### src/token_host_regs.vh
// constants for the semaphore token host controller
`ifndef TOKEN_HOST_REGS_VH
`define TOKEN_HOST_REGS_VH
`define TOK_COUNT        8
`define TOK_ADDR_W       3
`define TOK_DATA_W       16
`define TOK_CMD_ACQUIRE  2'h0
`define TOK_CMD_RELEASE  2'h1
`define TOK_CMD_INIT     2'h2
`define TOK_CMD_WITHDRAW 2'h3
`define TOK_STROBE_CYC   2
`endif
### src/token_host.v
// host controller driving one port of a dual-port semaphore token block
// Operation
// - host writes one to every token first
// - owner releases token by writing one
// - failed requester withdraws by writing one
// - acquire writes zero then reads back
// - select low, three address lines pick token
`default_nettype none
`include "token_host_regs.vh"
module token_host #(
    parameter STROBE_CYC = `TOK_STROBE_CYC
) (
    input  wire                     i_sys_clk,   // system clock
    input  wire                     i_rst,       // async reset, active high
    input  wire                     i_ce,        // clock enable
    input  wire                     i_cmd_valid, // command strobe
    input  wire [1:0]               i_cmd,       // command code
    input  wire [`TOK_ADDR_W-1:0]   i_cmd_tok,   // token index
    input  wire [`TOK_DATA_W-1:0]   i_data_in,   // data pins from device
    output reg                      o_busy,      // command in progress
    output reg                      o_done,      // one-cycle completion pulse
    output reg                      o_granted,   // acquire result
    output reg                      o_init_done, // all tokens freed since reset
    output reg  [`TOK_COUNT-1:0]    o_owned,     // tokens held by this port
    output reg                      o_token_space_select_n, // select, low active
    output reg                      o_oe_n,      // output enable, low active
    output reg                      o_rw_n,      // high read, low write
    output reg  [`TOK_ADDR_W-1:0]   o_addr,      // token address pins
    output reg  [`TOK_DATA_W-1:0]   o_data_out,  // data pins toward device
    output reg                      o_data_oe    // high while host drives data
);
    // ------------------------------------------------------------
    // states
    // ------------------------------------------------------------
    localparam S_IDLE  = 3'h0;
    localparam S_WR    = 3'h1;
    localparam S_GAP   = 3'h2;
    localparam S_RD    = 3'h3;
    localparam S_FIN   = 3'h4;

    reg [2:0]             state_reg;
    reg [1:0]             cmd_reg;
    reg [7:0]             cnt_reg;
    reg                   init_reg;

    // ------------------------------------------------------------
    // sequencer
    // ------------------------------------------------------------
    always @(posedge i_sys_clk or posedge i_rst) begin
        if (i_rst) begin
            state_reg              <= S_IDLE;
            cmd_reg                <= 2'h0;
            cnt_reg                <= 8'h00;
            init_reg               <= 1'b0;
            o_busy                 <= 1'b1;
            o_done                 <= 1'b0;
            o_granted              <= 1'b0;
            o_init_done            <= 1'b0;
            o_owned                <= {`TOK_COUNT{1'b0}};
            o_token_space_select_n <= 1'b1;
            o_oe_n                 <= 1'b1;
            o_rw_n                 <= 1'b1;
            o_addr                 <= {`TOK_ADDR_W{1'b0}};
            o_data_out             <= {`TOK_DATA_W{1'b1}};
            o_data_oe              <= 1'b0;
        end else if (i_ce) begin
            o_done <= 1'b0;
            case (state_reg)
            S_IDLE: begin
                o_token_space_select_n <= 1'b1;
                o_oe_n                 <= 1'b1;
                o_rw_n                 <= 1'b1;
                o_data_oe              <= 1'b0;
                if (!init_reg) begin
                    // contents are undefined until written, so free all first
                    cmd_reg   <= `TOK_CMD_INIT;
                    o_addr    <= {`TOK_ADDR_W{1'b0}};
                    o_busy    <= 1'b1;
                    state_reg <= S_WR;
                    cnt_reg   <= 8'h00;
                end else if (i_cmd_valid && i_cmd != `TOK_CMD_INIT) begin
                    cmd_reg   <= i_cmd;
                    o_addr    <= i_cmd_tok;
                    o_busy    <= 1'b1;
                    state_reg <= S_WR;
                    cnt_reg   <= 8'h00;
                end else begin
                    o_busy <= 1'b0;
                end
            end
            S_WR: begin
                // write phase: only bit zero matters to the device
                o_token_space_select_n <= 1'b0;
                o_rw_n                 <= 1'b0;
                o_oe_n                 <= 1'b1;
                o_data_oe              <= 1'b1;
                o_data_out <= (cmd_reg == `TOK_CMD_ACQUIRE) ?
                              {`TOK_DATA_W{1'b0}} : {`TOK_DATA_W{1'b1}};
                if (cnt_reg == STROBE_CYC[7:0]) begin
                    cnt_reg   <= 8'h00;
                    state_reg <= S_GAP;
                end else begin
                    cnt_reg <= cnt_reg + 8'h01;
                end
            end
            S_GAP: begin
                // deselect between cycles so the device relatches the read value
                o_token_space_select_n <= 1'b1;
                o_rw_n                 <= 1'b1;
                o_data_oe              <= 1'b0;
                if (cmd_reg == `TOK_CMD_ACQUIRE) begin
                    state_reg <= S_RD;
                end else if (cmd_reg == `TOK_CMD_INIT) begin
                    if (o_addr == `TOK_COUNT - 1) begin
                        init_reg    <= 1'b1;
                        o_init_done <= 1'b1;
                        o_owned     <= {`TOK_COUNT{1'b0}};
                        state_reg   <= S_FIN;
                    end else begin
                        o_addr    <= o_addr + 3'h1;
                        state_reg <= S_WR;
                    end
                end else begin
                    o_owned[o_addr] <= 1'b0;
                    state_reg       <= S_FIN;
                end
            end
            S_RD: begin
                o_token_space_select_n <= 1'b0;
                o_oe_n                 <= 1'b0;
                o_rw_n                 <= 1'b1;
                if (cnt_reg == STROBE_CYC[7:0]) begin
                    // zero means ours; one means the other port holds it
                    o_granted       <= ~i_data_in[0];
                    o_owned[o_addr] <= ~i_data_in[0];
                    cnt_reg         <= 8'h00;
                    state_reg       <= S_FIN;
                end else begin
                    cnt_reg <= cnt_reg + 8'h01;
                end
            end
            S_FIN: begin
                o_token_space_select_n <= 1'b1;
                o_oe_n                 <= 1'b1;
                o_busy                 <= 1'b0;
                o_done                 <= init_reg;
                state_reg              <= S_IDLE;
            end
            default: begin
                state_reg <= S_IDLE;
            end
            endcase
        end
    end
endmodule
`default_nettype wire

### config.mk
export PLATFORM = sky130hd
export DESIGN_NAME = token_host
export DESIGN_NICKNAME = d
export VERILOG_FILES = /design/src/token_host.v
export VERILOG_INCLUDE_DIRS = /design/src /design/src/src
export SDC_FILE = /design/constraint.sdc
export NUM_CORES = 1
export LEC_CHECK = 0
export BUFFER_PORTS_ARGS = -buffer_cell sky130_fd_sc_hd__clkbuf_2
export CAP_MARGIN = 20
export CORE_MARGIN = 2
export CORE_UTILIZATION = 45
export DETAILED_ROUTE_END_ITERATION = 10
export PLACE_DENSITY_LB_ADDON = 0.12
export SETUP_SLACK_MARGIN = 0.1
export SYNTH_ARGS = -nofsm -noshare
export SYNTH_HDL_FRONTEND = slang
export SYNTH_SLANG_ARGS = --single-unit
### constraint.sdc
create_clock -name i_sys_clk -period 5.4 [get_ports i_sys_clk]
set_input_delay 0.27 -clock i_sys_clk [delete_from_list [all_inputs] [get_ports i_sys_clk]]
set_output_delay 0.27 -clock i_sys_clk [all_outputs]
set_load 0.02 [all_outputs]
# Word level (Yosys, flattened, before mapping)
# Cells that the tools add are included.
# totals
register_bits	48
output_inout_bits	35
elab_cells	105
# classes
addsub	2
magnitude_cmp	2
n_eq_ne	16
muxes	37
bitwise_logic	4
reduce_logical	30
# ops
cell	n
8-bit two-way mux	7
3-bit two-way mux	12
8-bit one-hot mux with 2 select lines	2
16-bit two-way mux	1
2-bit nonzero test	8
2-bit inequality test, second input constant	6
3-bit one-hot mux with 4 select lines	1
2-bit AND reduction	6
1-bit one-hot mux with 2 select lines	5
5-bit AND reduction	2
3-bit AND reduction	3
3-bit OR reduction	3
8-bit by 1-bit adder with 8-bit output, second input constant	1
8-bit AND	1
8-bit bitwise mux	1
8-bit by 2-bit equality test with 1-bit output, second input constant	1
8-bit NOT	1
3-bit by 2-bit equality test with 1-bit output, second input constant	2
3-bit equality test, second input constant	2
3-bit inequality test, second input constant	2
3-bit one-hot mux with 2 select lines	1
6-bit AND reduction	1
3-bit by 4-bit < comparator with 1-bit output, second input constant	1
1-bit two-way mux	4
other kinds (13)	17

# Depth between registers and ports, before layout
# logic_depth
depth_word	9
mapped_depth	8
mapped_depth_nobuf	7

# Worst setup path before layout
# Ideal clock, no wire load.
# synth_path
path_type	flip-flop to flip-flop
start	register cnt_reg[0]
end	register o_owned[4]
arrival_time_ns	1.938
required_time_ns	5.332
slack_ns	3.395
stages_incl_launch_ff	9
period_less_slack_ns	2.005
path_cell_list	dfrtp_1 > inv_1 > ha_1 > or4b_4 > or4_4 > buf_6 > nor4_2 > a21oi_1 > nand2_1
# synth_between
elab_chain_cells	3
# synth_lines
item	line	rtl
start, declared	token_host.v:43	reg [7:0] cnt_reg;
start signal, assigned	token_host.v:103	cnt_reg <= cnt_reg + 8'h01;
start signal, assigned	token_host.v:139	cnt_reg <= cnt_reg + 8'h01;
8-bit by 2-bit equality test with 1-bit output	token_host.v:132	if (cnt_reg == STROBE_CYC[7:0]) begin
2-bit inequality test (no line)	-	
5-bit AND reduction (no line)	-	
end signal, assigned	token_host.v:59	o_owned <= {`TOK_COUNT{1'b0}};
end signal, assigned	token_host.v:117	o_owned <= {`TOK_COUNT{1'b0}};
end signal, assigned by index	token_host.v:135	o_owned[o_addr] <= ~i_data_in[0];
end, declared	token_host.v:24	output reg [`TOK_COUNT-1:0] o_owned,
# No other way between the ends.
# A chain may end at the register's enable or synchronous reset.

# Worst setup path after layout
# layout_path
start	register cnt_reg[0]
end	register o_owned[2]
# Same word-level chain as after synthesis.

==> results.ini <==
[outcome]
status = completed

[power_and_ir_drop]
pwr-share-comb_pct = 46.2
vdd_drop_max_v = 0.000244
switching_share_pct = 45.7
p_leak_nw = 0.991
power.density_nw_per_um2 = 602
intPower_w = 0.000695
power_switching_w = 0.000585
clkPwrFrac_pct = 18.7
p_seq_share_pct = 35.1

[floorplan]
boundaryPins = 60
row_count = 23
die-area_sq_um = 4690
coreArea_sq_um = 4000
start_util_pct = 46.8
fp.dieH_um = 68.5
die_w_um = 68.5

[clock_network]
cts_sinks = 33
clkLatencyLatePin_ns = 0.29
post-cts-setup-buffers = 0
numCtsBuffers = 5
ctsLongestPathBuffers = 2
cts_hold_buf = 0
cts-htree-levels = 2
cts_resized = 0
cts_tree = yes
cts.clk_slew.worst_paths_ns = 0.07
root_buffer = clkbuf_8

[yosys]
synth_ff_type = dfrtp_1
synth_cell_types = 41
synthCells = 211
synth_nets = 240
async_flop_share_pct = 100
synth_warnings = 0
syn_area_per_cell_sq_um = 8.87
syn-cell-area_sq_um = 1870
yosysSeqAreaShare_pct = 44.5
synth-edff-count = 0
ys_seq_elements = 33

[critical_path]
worst_setup_path_end_kind = register
r2r_cells = 7
startpoint_type = register
cp.required_ns = 5.55
arrival_ns = 2.36
worstPathMaxFanout = 9
path_class = register to register

[sta]
rsz0062_at_grt = no
tightest_slew_ns = 0.654
final_hold_viol_count = 0
max_slew_margin_pct = 56.0
min_period_over_period_pct = 40.8
finalClockSkew_ns = 0.00691
drv_slew = 0
setup_viol_count_final = 0
fin_setup_tns_ns = 0
clock.fmax_mhz = 453
fin_crit_ns = 2.21

[global_routing]
grt_pass1_vias = 1391
grtUsageTotal_pct = 18.6
overflow = 0
grt_max_degree = 34
antenna_found_initial = 0
grt_pass1_wl_um = 6430

[placement]
port_buffers = 44
dpl.hpwl_um = 2810
gp_congestion = 0.811

[drt]
routed_wl_um = 3920
viasPerCell = 5.37
ant_nets = 0
firstDrtPassIters = 4
vias = 1563
wire_per_inst_um = 13.5
drc_errors = 0
drt-initial-drc-count = 111

[cells_and_area]
final_common_cell = clkbuf_2
syn_to_final_growth_pct = 13.6
n_antenna_cell = 0
fillers = 378
final_cell_mix = clkbuf_2, dfrtp_1, nand2_1
fin_nets = 269
finalCoreUtilization_pct = 53.2
layout-drive-gt1-share_pct = 25.7

[min_path]
hp-class = input port to asynchronous set/reset pin

[flow_run]
max_cap_viol_count = 0

[per-layer routing]
metal | vias up | GRT usage [%] | share of wire (%)
met5 | - | 0 | 0
met4 | 0 | 8.00 | 1.5
met3 | 7 | 5.52 | 5.1
met2 | 34 | 27.3 | 45
met1 | 731 | 25.2 | 48
li1 | 791 | - | -
[cell families (layout without fill, tap and decap cells)]
kind of cell    Yosys count  after routing  share of synthesized area, %
flops                    33             33                          44.5
compound gates           58             58                          19.4
fa+ha+maj                 4              4                          2.67
buf+inv                  33             63                          10.1
simple gates             81             81                          22.3
mux                       2              2                          1.07
[final timing paths]
path / slack (ns) / from / endpoint
min: 0.03 / i_rst / cnt_reg[5]
max reg2reg: 3.19 / cnt_reg[0] / o_owned[2]
min in group i_sys_clk: 0.22 / i_cmd[0] / cmd_reg[0]
max: 3.19 / cnt_reg[0] / o_owned[2]
max in group asynchronous: 5.02 / i_rst / o_data_out[14]
min reg2reg: 0.46 / o_busy / o_busy
[layout make-up]
cell class              instances  area [sq um]  area share [%]
clock inverters                 1          30.0            1.41
inverters                      10          37.5            1.76
flip-flops and latches         33           832            39.1
clock buffers                   7          86.3            4.06
multi-input cells             145           851            40.0
repair buffers                 45           228            10.7
well taps                      50          62.6            2.94
[per-stage QoR]
step           setup slack, ns  hold WS [ns]  instances  total power, W  instance area, sq um
2_1_floorplan             3.39         0.395        211        0.000938                  1870
3_3_place_gp              3.22         0.372        283         0.00104                  2010
3_5_place_dp              3.21         0.368        283         0.00105                  2010
4_1_cts                   3.19        0.0528        291         0.00129                  2130
5_1_grt                   3.07        0.0851        291         0.00138                  2130
6_report                  3.19        0.0344        291         0.00128                  2130
[Yosys cell counts, types with 4 or more instances]
master    number  area, sq um
o211ai_1       9         67.6
dfstp_2        5          131
a21oi_1       13         65.1
dfrtp_1       28          701
nand2b_1       4         25.0
nand3_1       14         70.1
buf_4         15          113
nor2b_1        4         25.0
o31ai_1        5         37.5
nor2_1        17         63.8
o21ai_0       20          100
inv_1         10         37.5
clkbuf_1       6         22.5
ha_1           4         50.1
nand2_1       27          101
[critical path: stages, from the launching register on]
cell	delay (ns)
dfrtp_1	0.42
inv_1	0.07
ha_1	0.14
or4b_4	0.48
o21a_1	0.25
a2111o_1	0.45
a21oi_1	0.19
nand2_1	0.07
[power by group through the flow]
stage / registers, W / logic [W] / clock network, W
after global routing: 0.000469 / 0.000651 / 0.000260
final: 0.000449 / 0.000591 / 0.000239
after CTS: 0.000451 / 0.000596 / 0.000246
after global placement: 0.000453 / 0.000588 / 0
after floorplan: 0.000478 / 0.000459 / 0
after detailed placement: 0.000456 / 0.000593 / 0
Note: power is estimated with default switching activity, not from simulation.
